**config.mk**
```make
export PLATFORM = sky130hd
export DESIGN_NAME = led_and_port_control_regs
export DESIGN_NICKNAME = d
export VERILOG_FILES = /design/src/inc/led_port_pkg.sv /design/src/design/led_blink_gen.sv /design/src/design/led_and_port_control_regs.sv
export SDC_FILE = /design/constraint.sdc
export NUM_CORES = 1
export LEC_CHECK = 0
export BUFFER_PORTS_ARGS = -buffer_cell sky130_fd_sc_hd__buf_2
export CORE_MARGIN = 5
export CORE_UTILIZATION = 35
export DETAILED_ROUTE_END_ITERATION = 8
export SYNTH_ARGS = -nofsm -noshare
export SYNTH_HDL_FRONTEND = slang
export SYNTH_SLANG_ARGS = --single-unit
```
**constraint.sdc**
```tcl
create_clock -name core_clk -period 2.7 [get_ports core_clk]
set_clock_uncertainty 0.2 [all_clocks]
set_input_delay 0.27 -clock core_clk [delete_from_list [all_inputs] [get_ports core_clk]]
set_output_delay 0.27 -clock core_clk [all_outputs]
set_load 0.01 [all_outputs]
```
**src/inc/led_port_pkg.sv**
```systemverilog
/*
  Shared constants for the link indicator and port control register pair:
  register indices and byte addresses, field positions, reset values,
  blink timing and the control state encoding.
  Assumes a 32-bit APB with byte addressing, one register per word.
*/
package led_port_pkg;

  // Register indices as printed; the byte address is four times the index
  localparam logic [7:0] LED_CTRL_IDX = 8'h18;
  localparam logic [7:0] PORT_CTRL_IDX = 8'h19;
  localparam int ADDR_W = 12;
  localparam logic [11:0] LED_CTRL_ADDR = {2'h0, LED_CTRL_IDX, 2'h0};
  localparam logic [11:0] PORT_CTRL_ADDR = {2'h0, PORT_CTRL_IDX, 2'h0};

  // Led control fields
  localparam int LED_RATE_LSB = 9;
  localparam int LED_POL_BIT = 7;
  localparam int LED_OVR_BIT = 4;
  localparam int LED_FORCE_BIT = 1;
  localparam logic [15:0] LED_CTRL_RST = 16'h0480;
  localparam logic [1:0] LED_RATE_RST = 2'h2;
  localparam logic LED_POL_RST = 1'h1;

  // Port control fields
  localparam int PC_AUTOX_BIT = 15;
  localparam int PC_FORCEX_BIT = 14;
  localparam int PC_PAUSE_RX_BIT = 13;
  localparam int PC_PAUSE_TX_BIT = 12;
  localparam int PC_LINK_BIT = 11;
  localparam int PC_BYPASS_BIT = 7;
  localparam int PC_ADDR_LSB = 0;
  localparam logic [15:0] PORT_CTRL_RST = 16'h8000;
  localparam logic PC_AUTOX_RST = 1'h1;

  // Bit positions within the two advertised pause bits (11:10)
  localparam int ADV_PAUSE = 0;
  localparam int ADV_ASYM = 1;

  // Blink timing
  localparam int unsigned CLK_HZ = 40000000;
  localparam int unsigned CYC_PER_MS = CLK_HZ / 1000;
  localparam int unsigned BLINK_MS0 = 50;
  localparam int unsigned BLINK_MS1 = 100;
  localparam int unsigned BLINK_MS2 = 200;
  localparam int unsigned BLINK_MS3 = 500;
  localparam int BLINK_CNT_W = 25;

  typedef enum logic [1:0]
  {
    ST_LATCH = 2'h1,
    ST_RUN = 2'h2
  } ctrl_state_e;

endpackage

```
**src/design/led_blink_gen.sv**
```systemverilog
/*
  Blink and stretch generator for the link indicator: a half-period timer
  selected by the rate code, and a stretch flag that keeps the indicator
  blinking after activity until the dark half-period in progress, or else the next one, ends.
  Assumes activity is a pulse or level synchronous to core_clk.
*/
`timescale 1ns/100ps
module led_blink_gen
  import led_port_pkg::*;
#(
  parameter int unsigned CYC0 = BLINK_MS0 * CYC_PER_MS,
  parameter int unsigned CYC1 = BLINK_MS1 * CYC_PER_MS,
  parameter int unsigned CYC2 = BLINK_MS2 * CYC_PER_MS,
  parameter int unsigned CYC3 = BLINK_MS3 * CYC_PER_MS
)
(
  // Clock and reset
  input wire logic core_clk,
  input wire logic rst_n,
  // Control
  input wire logic [1:0] rateCode,
  input wire logic activity,
  input wire logic bypass,
  // Result
  output logic darkMask
);

  typedef struct packed
  {
    logic [BLINK_CNT_W-1:0] cnt;
    logic phase;
    logic stretch;
    logic dark;
  } blink_s;

  blink_s blink_r;
  blink_s blink_nxt;
  logic [BLINK_CNT_W-1:0] limit;

  function automatic logic [BLINK_CNT_W-1:0] rateLimit(input logic [1:0] code);
    case (code)
      2'h0: rateLimit = BLINK_CNT_W'(CYC0 - 1);
      2'h1: rateLimit = BLINK_CNT_W'(CYC1 - 1);
      2'h2: rateLimit = BLINK_CNT_W'(CYC2 - 1);
      default: rateLimit = BLINK_CNT_W'(CYC3 - 1);
    endcase
  endfunction

  always_comb
  begin
    limit = rateLimit(rateCode);
    blink_nxt = blink_r;
    // A rate change mid-period wraps at once rather than running long
    if (blink_r.cnt >= limit)
    begin
      blink_nxt.cnt = '0;
      blink_nxt.phase = ~blink_r.phase;
      if (blink_r.phase)
      begin
        blink_nxt.stretch = 1'b0;
      end
    end
    else
    begin
      blink_nxt.cnt = blink_r.cnt + 1'b1;
    end
    if (activity)
    begin
      blink_nxt.stretch = 1'b1;
    end
    blink_nxt.dark = bypass ? activity : (blink_r.stretch & blink_r.phase);
  end

  always_ff @(posedge core_clk)
  begin
    if (!rst_n)
    begin
      blink_r <= '0;
    end
    else
    begin
      blink_r <= blink_nxt;
    end
  end

  assign darkMask = blink_r.dark;

endmodule

```
**src/design/led_and_port_control_regs.sv**
```systemverilog
/*
  Link indicator control and port control registers behind an APB slave.
  Drives the link indicator pin, crossover controls, negotiated pause
  enables for the MAC and the management port address.
  Assumes straps are stable at reset release and all status inputs are
  synchronous to core_clk; APB is zero wait state.
*/
// The APB register port was decided locally.
// Functional notes
// - The blink rate code selects 50, 100, 200 or 500 ms on/off and resets to 2.
// - Link polarity bit 7 starts from the strap and software can override it.
// - With the override bit set the pin carries the forced level, else normal indication.
// - The force level bit gives the pin level during override, resetting to low.
// - Auto crossover enable defaults on in common_pinout_mode mode and follows its strap in enhanced mode.
// - Forced crossover swaps pairs and comes from its strap in enhanced mode with auto off.
// - Link status reads 1 only for an auto-negotiated 100 Mb full-duplex link.
// - Stretch bypass makes the indicator follow the raw status without stretching.
// - The port address field is latched from the strap pins in both pin modes.
// - Led control sits at index 0x18 and resets to 0x480.
// - Port control sits at index 0x19 and resets to 0x8000.
`timescale 1ns/100ps
module led_and_port_control_regs
  import led_port_pkg::*;
#(
  parameter int unsigned BLINK_CYC0 = BLINK_MS0 * CYC_PER_MS,
  parameter int unsigned BLINK_CYC1 = BLINK_MS1 * CYC_PER_MS,
  parameter int unsigned BLINK_CYC2 = BLINK_MS2 * CYC_PER_MS,
  parameter int unsigned BLINK_CYC3 = BLINK_MS3 * CYC_PER_MS
)
(
  // Clock and reset
  input wire logic core_clk,
  input wire logic rst_n,
  // APB slave
  input wire logic psel,
  input wire logic penable,
  input wire logic pwrite,
  input wire logic [led_port_pkg::ADDR_W-1:0] paddr,
  input wire logic [31:0] pwdata,
  input wire logic [3:0] pstrb,
  output logic [31:0] prdata,
  output logic pready,
  output logic pslverr,
  // Straps
  input wire logic enhancedMode,
  input wire logic strapLinkPolarity,
  input wire logic strapAutoCrossover,
  input wire logic strapForcedCrossover,
  input wire logic [4:0] strapPortAddress,
  // Link status
  input wire logic linkUp,
  input wire logic linkActivity,
  input wire logic speed100,
  input wire logic fullDuplex,
  input wire logic anComplete,
  input wire logic hcdFullDuplex,
  input wire logic [1:0] localAdvertPause,
  input wire logic [1:0] partnerAdvertPause,
  // Controls out
  output logic linkIndicatorPin,
  output logic autoCrossoverEnable,
  output logic forcedCrossover,
  output logic pauseRxEnable,
  output logic pauseTxEnable,
  output logic [4:0] managementPortAddress
);

  typedef struct packed
  {
    ctrl_state_e state;
    logic [1:0] blinkRate;
    logic linkPolarity;
    logic linkOverride;
    logic forceLevel;
    logic autoCross;
    logic forceCross;
    logic stretchBypass;
    logic [4:0] portAddr;
    logic pauseRx;
    logic pauseTx;
    logic miiLink;
    logic pin;
    logic [31:0] rdata;
    logic ready;
    logic slvErr;
  } ctrl_s;

  localparam ctrl_s CTRL_RST = '{
    state: ST_LATCH,
    blinkRate: LED_RATE_RST,
    linkPolarity: LED_POL_RST,
    linkOverride: 1'h0,
    forceLevel: 1'h0,
    autoCross: PC_AUTOX_RST,
    forceCross: 1'h0,
    stretchBypass: 1'h0,
    portAddr: 5'h00,
    pauseRx: 1'h0,
    pauseTx: 1'h0,
    miiLink: 1'h0,
    pin: 1'h0,
    rdata: 32'h00000000,
    ready: 1'h0,
    slvErr: 1'h0
  };

  ctrl_s ctrl_r;
  ctrl_s ctrl_nxt;
  logic darkMask;
  logic [1:0] setupHit;
  logic [1:0] accessHit;
  logic setupPhase;
  logic writeTaken;
  logic [15:0] ledWr;
  logic [15:0] portWr;
  logic [1:0] pauseRes;
  logic level;

  // One-hot register select: bit 0 led control, bit 1 port control
  function automatic logic [1:0] regHit(input logic [ADDR_W-1:0] addr);
    regHit = {addr == PORT_CTRL_ADDR, addr == LED_CTRL_ADDR};
  endfunction

  function automatic logic [15:0] ledWord(input ctrl_s s);
    ledWord = 16'h0000;
    ledWord[LED_RATE_LSB +: 2] = s.blinkRate;
    ledWord[LED_POL_BIT] = s.linkPolarity;
    ledWord[LED_OVR_BIT] = s.linkOverride;
    ledWord[LED_FORCE_BIT] = s.forceLevel;
  endfunction

  function automatic logic [15:0] portWord(input ctrl_s s);
    portWord = 16'h0000;
    portWord[PC_AUTOX_BIT] = s.autoCross;
    portWord[PC_FORCEX_BIT] = s.forceCross;
    portWord[PC_PAUSE_RX_BIT] = s.pauseRx;
    portWord[PC_PAUSE_TX_BIT] = s.pauseTx;
    portWord[PC_LINK_BIT] = s.miiLink;
    portWord[PC_BYPASS_BIT] = s.stretchBypass;
    portWord[PC_ADDR_LSB +: 5] = s.portAddr;
  endfunction

  // Byte lanes 0 and 1 carry the 16-bit register; upper lanes are unused
  function automatic logic [15:0] merge(input logic [15:0] old,
                                        input logic [31:0] wd,
                                        input logic [3:0] strb);
    merge = old;
    if (strb[0])
    begin
      merge[7:0] = wd[7:0];
    end
    if (strb[1])
    begin
      merge[15:8] = wd[15:8];
    end
  endfunction

  // Returns {tx, rx} from local and partner {asym, pause}
  function automatic logic [1:0] pauseResolve(input logic [1:0] loc,
                                              input logic [1:0] par);
    pauseResolve = 2'h0;
    if (loc[ADV_PAUSE] && par[ADV_PAUSE])
    begin
      pauseResolve = 2'h3;
    end
    else if (loc[ADV_PAUSE] && loc[ADV_ASYM] && par[ADV_ASYM])
    begin
      pauseResolve = 2'h1;
    end
    else if (!loc[ADV_PAUSE] && loc[ADV_ASYM] && par[ADV_PAUSE] && par[ADV_ASYM])
    begin
      pauseResolve = 2'h2;
    end
  endfunction

  led_blink_gen #(
    .CYC0(BLINK_CYC0),
    .CYC1(BLINK_CYC1),
    .CYC2(BLINK_CYC2),
    .CYC3(BLINK_CYC3)
  ) led_blink_gen_i (
    .core_clk(core_clk),
    .rst_n(rst_n),
    .rateCode(ctrl_r.blinkRate),
    .activity(linkActivity),
    .bypass(ctrl_r.stretchBypass),
    .darkMask(darkMask)
  );

  always_comb
  begin
    ctrl_nxt = ctrl_r;
    setupPhase = psel && !penable;
    setupHit = regHit(paddr);
    accessHit = regHit(paddr);
    // Write lands at the edge where the master sees pready high
    writeTaken = psel && penable && pwrite && ctrl_r.ready;
    ledWr = merge(ledWord(ctrl_r), pwdata, pstrb);
    portWr = merge(portWord(ctrl_r), pwdata, pstrb);
    pauseRes = pauseResolve(localAdvertPause, partnerAdvertPause);

    // APB answer is prepared in setup so the outputs come from flops
    ctrl_nxt.ready = setupPhase;
    ctrl_nxt.slvErr = setupPhase && (setupHit == 2'h0);
    if (setupPhase && !pwrite)
    begin
      case (setupHit)
        2'h1: ctrl_nxt.rdata = {16'h0000, ledWord(ctrl_r)};
        2'h2: ctrl_nxt.rdata = {16'h0000, portWord(ctrl_r)};
        default: ctrl_nxt.rdata = 32'h00000000;
      endcase
    end
    else if (!psel || setupPhase)
    begin
      // Write setups clear it too, so a refused write never shows stale data
      ctrl_nxt.rdata = 32'h00000000;
    end

    case (ctrl_r.state)
      ST_LATCH:
      begin
        // First cycle after release: catch the straps
        ctrl_nxt.linkPolarity = strapLinkPolarity;
        ctrl_nxt.portAddr = strapPortAddress;
        if (enhancedMode)
        begin
          ctrl_nxt.autoCross = strapAutoCrossover;
          ctrl_nxt.forceCross = !strapAutoCrossover && strapForcedCrossover;
        end
        else
        begin
          ctrl_nxt.autoCross = PC_AUTOX_RST;
          ctrl_nxt.forceCross = 1'b0;
        end
        ctrl_nxt.state = ST_RUN;
      end
      ST_RUN:
      begin
        if (writeTaken && accessHit[0])
        begin
          ctrl_nxt.blinkRate = ledWr[LED_RATE_LSB +: 2];
          ctrl_nxt.linkPolarity = ledWr[LED_POL_BIT];
          ctrl_nxt.linkOverride = ledWr[LED_OVR_BIT];
          ctrl_nxt.forceLevel = ledWr[LED_FORCE_BIT];
        end
        if (writeTaken && accessHit[1])
        begin
          ctrl_nxt.autoCross = portWr[PC_AUTOX_BIT];
          ctrl_nxt.forceCross = portWr[PC_FORCEX_BIT];
          ctrl_nxt.stretchBypass = portWr[PC_BYPASS_BIT];
        end
      end
      default:
      begin
        ctrl_nxt.state = ST_RUN;
      end
    endcase

    // Status bits are read-only; writes never reach them
    ctrl_nxt.pauseRx = hcdFullDuplex && pauseRes[0];
    ctrl_nxt.pauseTx = hcdFullDuplex && pauseRes[1];
    ctrl_nxt.miiLink = linkUp && speed100 && fullDuplex && anComplete;

    // Blink darkens the lit level; polarity then maps to the pin
    level = linkUp && !darkMask;
    if (ctrl_r.linkOverride)
    begin
      ctrl_nxt.pin = ctrl_r.forceLevel;
    end
    else
    begin
      ctrl_nxt.pin = ctrl_r.linkPolarity ? level : !level;
    end
  end

  always_ff @(posedge core_clk)
  begin
    if (!rst_n)
    begin
      ctrl_r <= CTRL_RST;
    end
    else
    begin
      ctrl_r <= ctrl_nxt;
    end
  end

  assign prdata = ctrl_r.rdata;
  assign pready = ctrl_r.ready;
  assign pslverr = ctrl_r.slvErr;
  assign linkIndicatorPin = ctrl_r.pin;
  assign autoCrossoverEnable = ctrl_r.autoCross;
  assign forcedCrossover = ctrl_r.forceCross;
  assign pauseRxEnable = ctrl_r.pauseRx;
  assign pauseTxEnable = ctrl_r.pauseTx;
  assign managementPortAddress = ctrl_r.portAddr;

endmodule

```
==> impl_metrics.toml, run 1 <==
[floorplanning]
start_util_pct = 36.3
dieArea_um2 = 11700
core_area_um2 = 9330
dieHeight_um = 108
io_pins = 116
die_x_um = 108
rows = 35

[clock_network]
post_cts_buffers = 0
cts.sink_count = 62
numCtsBuffers = 9
clk_pin_slew_ns = 0.07
cts_root_buf = "clkbuf_8"
tritoncts = "yes"
ctsLongestPathBuffers = 2
clk_latency_ns = 0.34
h-tree-depth = 3

[setup_path]
critical_path.startpoint = "ctrl_r[49]"
slowest_stage = "or3b_1"
cpPeakStageDelay_ns = 0.44
path_buf_inv = 2
path_class = "reg -> reg"
cp.arrival_ns = 2.61
timing.critical_path.from_type = "register"
r2r-end = "led_blink_gen_i.blink_r[21]"
crit_fanout = 19
crit_chain = "buf_4 > ha_1 > o21bai_1 > ha_1 > and2_1 > nand4_1 > or3b_1 > o2111ai_2 > buf_12 > nor2_1"
reg2reg_slack_ns = 0.12
r2r_cells = 10
cp_top_family = "simple AND/OR/NAND/NOR gates"
cp.required_ns = 2.73
cpMostUsedCell = "ha_1"
crit_path_end_kind = "register"
rr_startpoint = "ctrl_r[49]"

[job]
drv_cap = 0

[drt]
drtAntennaViolNets = 0
drt_pass1_iterations = 4
drt_iter0_drc = 74
routed_wl_um = 7490
via_count = 2772
wire_per_inst_um = 12.8
routed_via_density = 4.75
drcViolationCount = 0

[placed_design]
dpl_cell_area_um2 = 3700
routabilityCongestion = 0.741
post-place-ws_ns = 0.0586
dpl.hpwl_um = 5720
port_buffers = 69

[pwr]
p_per_area_nw_per_um2 = 498
p_leak_nw = 1.77
ir_drop_mv = 0.244

[timing]
max_slew_margin_pct = 59.6
tightest_slew_ns = 0.601
period_minus_slack_ns = 2.58
grt_setup_unrepaired = "false"
max_freq_mhz = 388
fin_crit_sh_pct = 95.5
fin_ws_ns = 0.120
hold_viol_final = 0
holdWs_ns = 0.0183
tns_ns = 0
setup_viol = 0
drv_slew = 0

[logic_synthesis]
synth_top_family_by_area = "simple AND/OR/NAND/NOR gates"
ys_seq_area_share_pct = 36.7
yosys.area_share.xor_xnor_pct = 6.21
synth_edf_count = 0
synth_seq_cells = 62
synthArstFlopShare_pct = 0
yosys.area_share.simple_pct = 22.9
syn_area_per_cell_um2 = 9.00
yosysUniqueCellTypes = 44
synth-main-ff-cell = "dfxtp_1"
synthMuxAreaShare_pct = 3.84
syn-cell-area_um2 = 3380
synth_compound_area_share_pct = 9.72
netlist_instances = 376
yosysWarnings = 0
yosys.area_share.adder_pct = 8.87

[finish]
drive_gt1_share_pct = 21.5
final_common_cell = "buf_2"
syn_to_final_growth_pct = 21.2
fin_area_um2 = 4100
final_cell_mix = "buf_2, dfxtp_1, nor2_1"
finish.utilization_pct = 44.0
final_nets = 546
num_antenna_cells = 0

[hold_path]
min_path_cells = 3
min_from = "strapPortAddress[2]"
hold_path_class = "in -> reg"
hold_path_end = "managementPortAddress[2]"

[grt]
grt-ovfl-total = 0
grt_max_degree = 32
grt_pass1_wl_um = 12200
grt_use_total_pct = 13.0
antenna_found_initial = 0
grt_pass1_vias = 2627

[status]
status = "finished, final reports clean"
[worst min-delay path: stages]
cell     delay [ns]
buf_2          0.07
mux2i_1        0.05
nor2b_1        0.12
[where the power goes]
group	internal [W]	switching (W)	leakage (nW)
combinational	0.0000806	0.0000837	1.15
clock	0.000594	0.000338	0.120
sequential	0.000934	0.0000139	0.504
[logic make-up after synthesis]
kind of cell               count (synthesis)
and+or+nand+nor                          140
buffers and inverters                     64
DFF                                       62
AOI/OAI and AO/OA                         48
adders and majority gates                 24
xor gates and xnor gates                  24
muxes                                     13
other                                      1
[registers in the layout (all words and copies together), names as in the netlist]
register and count:
linkIndicatorPin 1, led_blink_gen_i.darkMask 1, led_blink_gen_i.blink_r 27, managementPortAddress 5
pauseTxEnable 1, pauseRxEnable 1, prdata 13, pslverr 1
pready 1, ctrl_r 9, forcedCrossover 1, autoCrossoverEnable 1
[synthesized netlist by cell type (5+ instances only)]
cell type | count | area share, %
dfxtp_1 | 62 | 37
buf_4 | 37 | 8.2
nor2_1 | 32 | 3.5
ha_1 | 24 | 8.9
nor2b_1 | 24 | 4.4
nand2_1 | 20 | 2.2
inv_1 | 16 | 1.8
mux2i_1 | 13 | 3.8
xnor2_1 | 13 | 3.4
nand4_1 | 12 | 2.2
a22oi_1 | 11 | 2.4
nand3_1 | 11 | 1.6
xor2_1 | 11 | 2.8
a21oi_1 | 10 | 1.5
o21ai_0 | 9 | 1.3
and2_1 | 8 | 1.5
clkbuf_1 | 8 | 0.89
and3_1 | 5 | 0.92
[through the flow]
step / total power [W] / std cells
floorplan: 0.00108 / 394
global placement: 0.00111 / 552
detailed placement: 0.00112 / 552
CTS: 0.00207 / 584
global route: 0.00214 / 584
finish: 0.00204 / 584
[how the worst max path moves through the flow]
stage	endpoint	cells after the start
after global placement	led_blink_gen_i.blink_r[20]	9
final	led_blink_gen_i.blink_r[21]	10
after detailed placement	led_blink_gen_i.blink_r[23]	9
after CTS	led_blink_gen_i.blink_r[21]	9
after floorplan	led_blink_gen_i.blink_r[27]	9
after global routing	led_blink_gen_i.blink_r[21]	10
[area by class of cell]
type                            instances  area, um^2
Tap cell                              129         161
Clock inverter                          3        65.1
Timing Repair Buffer                   93         578
Clock buffer                           13         169
Inverter                               16        60.1
Sequential cell                        62        1240
Fill cell                             903        5230
Multi-Input combinational cell        268        1830
[repair_timing]
| action | in CTS | in global routing |
|---|---|---|
| hold buffers | 16 | 0 |
| setup endpoints to repair | 0 | 27 |
| gates resized for setup | 0 | 3 |
| endpoints found under the hold margin | 11 | 0 |
[per-layer routing]
layer / share of wire [%] / wire (um) / vias to the layer above / global-route usage, %
met5: 0 / 0 / - / 0
met4: 1.9 / 146 / 0 / 4.15
met3: 6.9 / 517 / 15 / 4.48
met2: 46 / 3470 / 70 / 21.2
met1: 45 / 3350 / 1289 / 16.1
li1: - / - / 1398 / -
No activity file was read; power rests on OpenSTA's default activity.
==> inputs of run 2 (changes only) <==
--- a/config.mk
+++ b/config.mk
@@ -9,6 +9,7 @@
 export CORE_MARGIN = 5
 export CORE_UTILIZATION = 35
 export DETAILED_ROUTE_END_ITERATION = 8
+export SETUP_SLACK_MARGIN = 0.4
 export SYNTH_ARGS = -nofsm -noshare
 export SYNTH_HDL_FRONTEND = slang
 export SYNTH_SLANG_ARGS = --single-unit
==> run 2 against run 1 <==
Net effect:
- via count is 1.1% lower
- critical path type unchanged
- sequential power hardly changed
- cell area is 2.0% higher
- core utilization is 0.89 points higher
- sequential cell count stayed put
- non-clock buffer count is 4 higher
- first-iteration DRC count is 26% higher
- clock power is 17% lower
- largest power group unchanged
- power is 8.2% lower
==> impl_metrics.toml, run 2 (synthesized netlist as in run 1, its figures left out) <==
[status]
status = "finished, final reports clean"

[finish]
num_antenna_cells = 0
drive_gt1_share_pct = 25.5
final_nets = 550
finish.utilization_pct = 44.9
final_cell_mix = "buf_2, dfxtp_1, nor2_1"
largest_reg_flops = 27
final_common_cell = "buf_2"
regMostFlops = "led_blink_gen_i.blink_r"
syn_to_final_growth_pct = 23.6

[floorplanning]
core_area_um2 = 9330
dieHeight_um = 108
rows = 35
die_x_um = 108
io_pins = 116
dieArea_um2 = 11700
start_util_pct = 36.3

[setup_path]
crit_fanout = 25
path_class = "reg -> reg"
cp.arrival_ns = 2.41
r2r-end = "led_blink_gen_i.blink_r[10]"
timing.critical_path.from_type = "register"
cp.required_ns = 2.72
reg2reg_slack_ns = 0.31
r2r_cells = 9
crit_path_end_kind = "register"
rr_startpoint = "ctrl_r[49]"

[clock_network]
cts_root_buf = "clkbuf_8"
h-tree-depth = 3
ctsLongestPathBuffers = 2
clk_latency_ns = 0.33
cts.sink_count = 62
clk_pin_slew_ns = 0.07
tritoncts = "yes"
numCtsBuffers = 9

[grt]
grt-ovfl-total = 0
grt_use_total_pct = 13.6
grt_pass1_vias = 2721
grt_pass1_wl_um = 12800
antenna_found_initial = 0
grt_max_degree = 38

[timing]
fin_crit_sh_pct = 88.4
tightest_slew_ns = 0.630
tns_ns = 0
grt_setup_unrepaired = "true"
period_minus_slack_ns = 2.39
max_slew_margin_pct = 57.6
setup_viol = 0
holdWs_ns = 0.0137
drv_slew = 0
max_freq_mhz = 419
hold_viol_final = 0

[placed_design]
dpl.hpwl_um = 5650
port_buffers = 69
routabilityCongestion = 0.730

[drt]
routed_via_density = 4.66
wire_per_inst_um = 13.2
via_count = 2741
routed_wl_um = 7780
drt_pass1_iterations = 4
highest_layer = "met4"
met3WireLength_um = 573
drt_iter0_drc = 93
drcViolationCount = 0
wl_met2_um = 3560
drtAntennaViolNets = 0
wl_met1_um = 3500

[hold_path]
min_path_cells = 3
hold_path_class = "in -> reg"
hold_path_end = "managementPortAddress[0]"
min_from = "strapPortAddress[0]"

[pwr]
p_per_area_nw_per_um2 = 449
ir_drop_mv = 0.209
p_leak_nw = 1.77

[job]
drv_cap = 0
-- run 2: power breakdown --
part           internal, W  leakage, nW  switching (W)
Clock             0.000410       0.0986       0.000359
Sequential        0.000931        0.504      0.0000137
Combinational    0.0000789         1.16      0.0000849
Total              0.00142         1.77       0.000458
-- run 2: timing repair --
| item | 4_1_cts | 5_1_grt |
|---|---|---|
| pin swaps | 1 | 3 |
| hold endpoints to repair | 9 | 0 |
| hold buffers | 14 | 0 |
| endpoints found under the setup margin | 27 | 29 |
| gates resized for setup | 4 | 2 |
| setup buffers | 5 | 3 |
-- run 2: cell type report --
cell class | count | area [um^2]
clock buffers | 12 | 165
clock inverters | 4 | 30.0
fillers | 937 | 5140
inverters | 16 | 67.6
multi-input cells | 268 | 1910
flip-flops and latches | 62 | 1250
well taps | 129 | 161
repair buffers | 97 | 603
-- run 2: stage by stage --
stage / setup slack, ns / total power (W) / instances / cell area (um^2)
2_1_floorplan: 0.375 / 0.00108 / 394 / 3530
3_3_place_gp: 0.278 / 0.00111 / 550 / 3760
3_5_place_dp: 0.211 / 0.00112 / 550 / 3760
4_1_cts: 0.300 / 0.00190 / 585 / 4160
5_1_grt: 0.182 / 0.00197 / 588 / 4180
6_report: 0.313 / 0.00188 / 588 / 4180
-- run 2: metal layers --
layer / vias up / track usage (%)
li1: 1409 / -
met2: 85 / 22.8
met5: - / 0
met1: 1238 / 16.4
met4: 0 / 5.05
met3: 9 / 4.12
-- run 2: worst max-delay path by stage --
stage / startpoint / endpoint / depth (start not counted)
6_report: ctrl_r[49] / led_blink_gen_i.blink_r[10] / 9
2_1_floorplan: ctrl_r[49] / led_blink_gen_i.blink_r[27] / 9
5_1_grt: ctrl_r[49] / led_blink_gen_i.blink_r[8] / 10
3_3_place_gp: ctrl_r[49] / led_blink_gen_i.blink_r[2] / 9
3_5_place_dp: ctrl_r[49] / led_blink_gen_i.blink_r[9] / 10
4_1_cts: ctrl_r[49] / led_blink_gen_i.blink_r[27] / 9
-- run 2: critical path, cell delays in order (launching register included) --
cell,delay [ns]
dfxtp_4,0.42
inv_6,0.06
ha_4,0.18
ha_4,0.26
and4b_1,0.21
nand4_1,0.14
or3b_4,0.42
o2111ai_4,0.11
buf_12,0.19
nor2_1,0.06
==> inputs of run 3 (changes only) <==
--- a/config.mk
+++ b/config.mk
@@ -9,6 +9,7 @@
 export CORE_MARGIN = 5
 export CORE_UTILIZATION = 35
 export DETAILED_ROUTE_END_ITERATION = 8
+export REMOVE_ABC_BUFFERS = 1
 export SETUP_SLACK_MARGIN = 0.4
 export SYNTH_ARGS = -nofsm -noshare
 export SYNTH_HDL_FRONTEND = slang
==> run 3 against run 2 <==
Net effect:
- worst hold slack improved by 0.0064 ns
- routed wire length is 4.4% higher
- clock power shrank 3.4%
- power up 0.17%
- non-clock buffer count increased by 7
- largest power group unchanged
- highest routed layer unchanged
==> impl_metrics.toml, run 3 (synthesized netlist as in run 1, its figures left out) <==
[grt]
grt_max_degree = 39
antenna_found_initial = 0
grt_pass1_vias = 2665
grt-ovfl-total = 0
grt_pass1_wl_um = 12700
grt_use_total_pct = 13.7

[clock_network]
tritoncts = "yes"
cts.sink_count = 62
clk_pin_slew_ns = 0.08
h-tree-depth = 3
clk_latency_ns = 0.33
ctsLongestPathBuffers = 2
numCtsBuffers = 9
cts_root_buf = "clkbuf_8"

[timing]
period_minus_slack_ns = 2.50
max_freq_mhz = 399
holdWs_ns = 0.0201
setup_viol = 0
drv_slew = 0
max_slew_margin_pct = 54.6
fin_ws_ns = 0.196
hold_viol_final = 0
grt_setup_unrepaired = "true"
tightest_slew_ns = 0.676
tns_ns = 0
fin_crit_sh_pct = 92.7

[finish]
regMostFlops = "led_blink_gen_i.blink_r"
largest_reg_flops = 27
drive_gt1_share_pct = 30.5
final_nets = 557
syn_to_final_growth_pct = 29.3
num_antenna_cells = 0
final_cell_mix = "buf_2, dfxtp_1, nor2b_1"
final_common_cell = "buf_2"
fin_area_um2 = 4380
fillers = 952

[setup_path]
timing.critical_path.from_type = "register"
crit_path_end_kind = "register"
rr_startpoint = "ctrl_r[50]"
cp.required_ns = 2.73
path_class = "reg -> reg"
cp.arrival_ns = 2.53
critical_path.startpoint = "ctrl_r[50]"
crit_fanout = 7

[drt]
drt_iter0_drc = 117
wire_per_inst_um = 13.7
drcViolationCount = 0
drt_pass1_iterations = 4
routed_via_density = 4.78
drtAntennaViolNets = 0
routed_wl_um = 8120
via_count = 2844

[floorplanning]
start_util_pct = 36.3
die_x_um = 108
dieHeight_um = 108
dieArea_um2 = 11700
core_area_um2 = 9330
io_pins = 116
rows = 35

[hold_path]
hold_path_class = "in -> reg"
min_from = "strapPortAddress[0]"

[pwr]
p_per_area_nw_per_um2 = 430
ir_drop_mv = 0.167
power.total_w = 0.00188
p_leak_nw = 1.82

[placed_design]
port_buffers = 69
dpl.hpwl_um = 5780
routabilityCongestion = 0.766
dpl_cell_area_um2 = 3720
post-place-ws_ns = 0.135

[job]
drv_cap = 0

[status]
status = "finished, final reports clean"
[run 3: cell types whose count changed in the layout (fill, tap and decap cells not counted), sizes merged]
cell,change
inv,+3
buf,+6
clkbuf,-3
dlygate4sd3,+1
[run 3: cell type report]
type | instances | area [um^2] | area share (%)
Clock buffer | 9 | 124 | 2.83
Tap cell | 129 | 161 | 3.69
Inverter | 16 | 62.6 | 1.43
Clock inverter | 7 | 56.3 | 1.29
Timing Repair Buffer | 104 | 738 | 16.9
Multi-Input combinational cell | 268 | 1980 | 45.4
Sequential cell | 62 | 1250 | 28.5
[run 3: per-stage QoR]
stage,utilization [%],instances
detailed placement,39.9,554
global route,46.9,595
floorplan,-,346
finish,46.9,595
CTS,45.5,594
global placement,39.9,554
[run 3: power breakdown]
part / internal [W] / switching (W)
registers: 0.000931 / 0.0000146
clock network: 0.000344 / 0.000400
logic: 0.0000983 / 0.0000938
total: 0.00137 / 0.000508
[run 3: final timing paths]
| path | end | slack, ns | cells past startpoint |
|---|---|---|---|
| worst max register to register | led_blink_gen_i.blink_r[14] | 0.20 | 10 |
| worst max-delay path | led_blink_gen_i.blink_r[14] | 0.20 | 10 |
| worst min register to register | led_blink_gen_i.blink_r[3] | 0.27 | 1 |
| worst min-delay path | managementPortAddress[0] | 0.02 | 3 |
[run 3: layer usage]
metal	track usage (%)	part of all wire [%]	vias to the layer above
li1	-	-	1421
met1	17.7	44	1329
met2	21.4	46	84
met3	3.46	8.1	10
met4	6.40	1.6	0
met5	0	0	-
[run 3: worst max-delay path, stage by stage (launching register included)]
cell       delay [ns]
dfxtp_4          0.38
ha_2             0.19
inv_1            0.09
ha_4             0.28
and4b_1          0.24
nand4_1          0.15
or3b_4           0.42
o2111ai_4        0.13
buf_6            0.15
buf_12           0.12
nor2_2           0.04
[run 3: repair_timing]
action | in CTS | in global routing
resized for setup | 21 | 30
endpoints found under the setup margin | 27 | 32
pin swaps | 7 | 14
cloned | 2 | 0
hold endpoints to repair | 10 | 0
buffers inserted | 7 | 1
hold buffers | 15 | 0
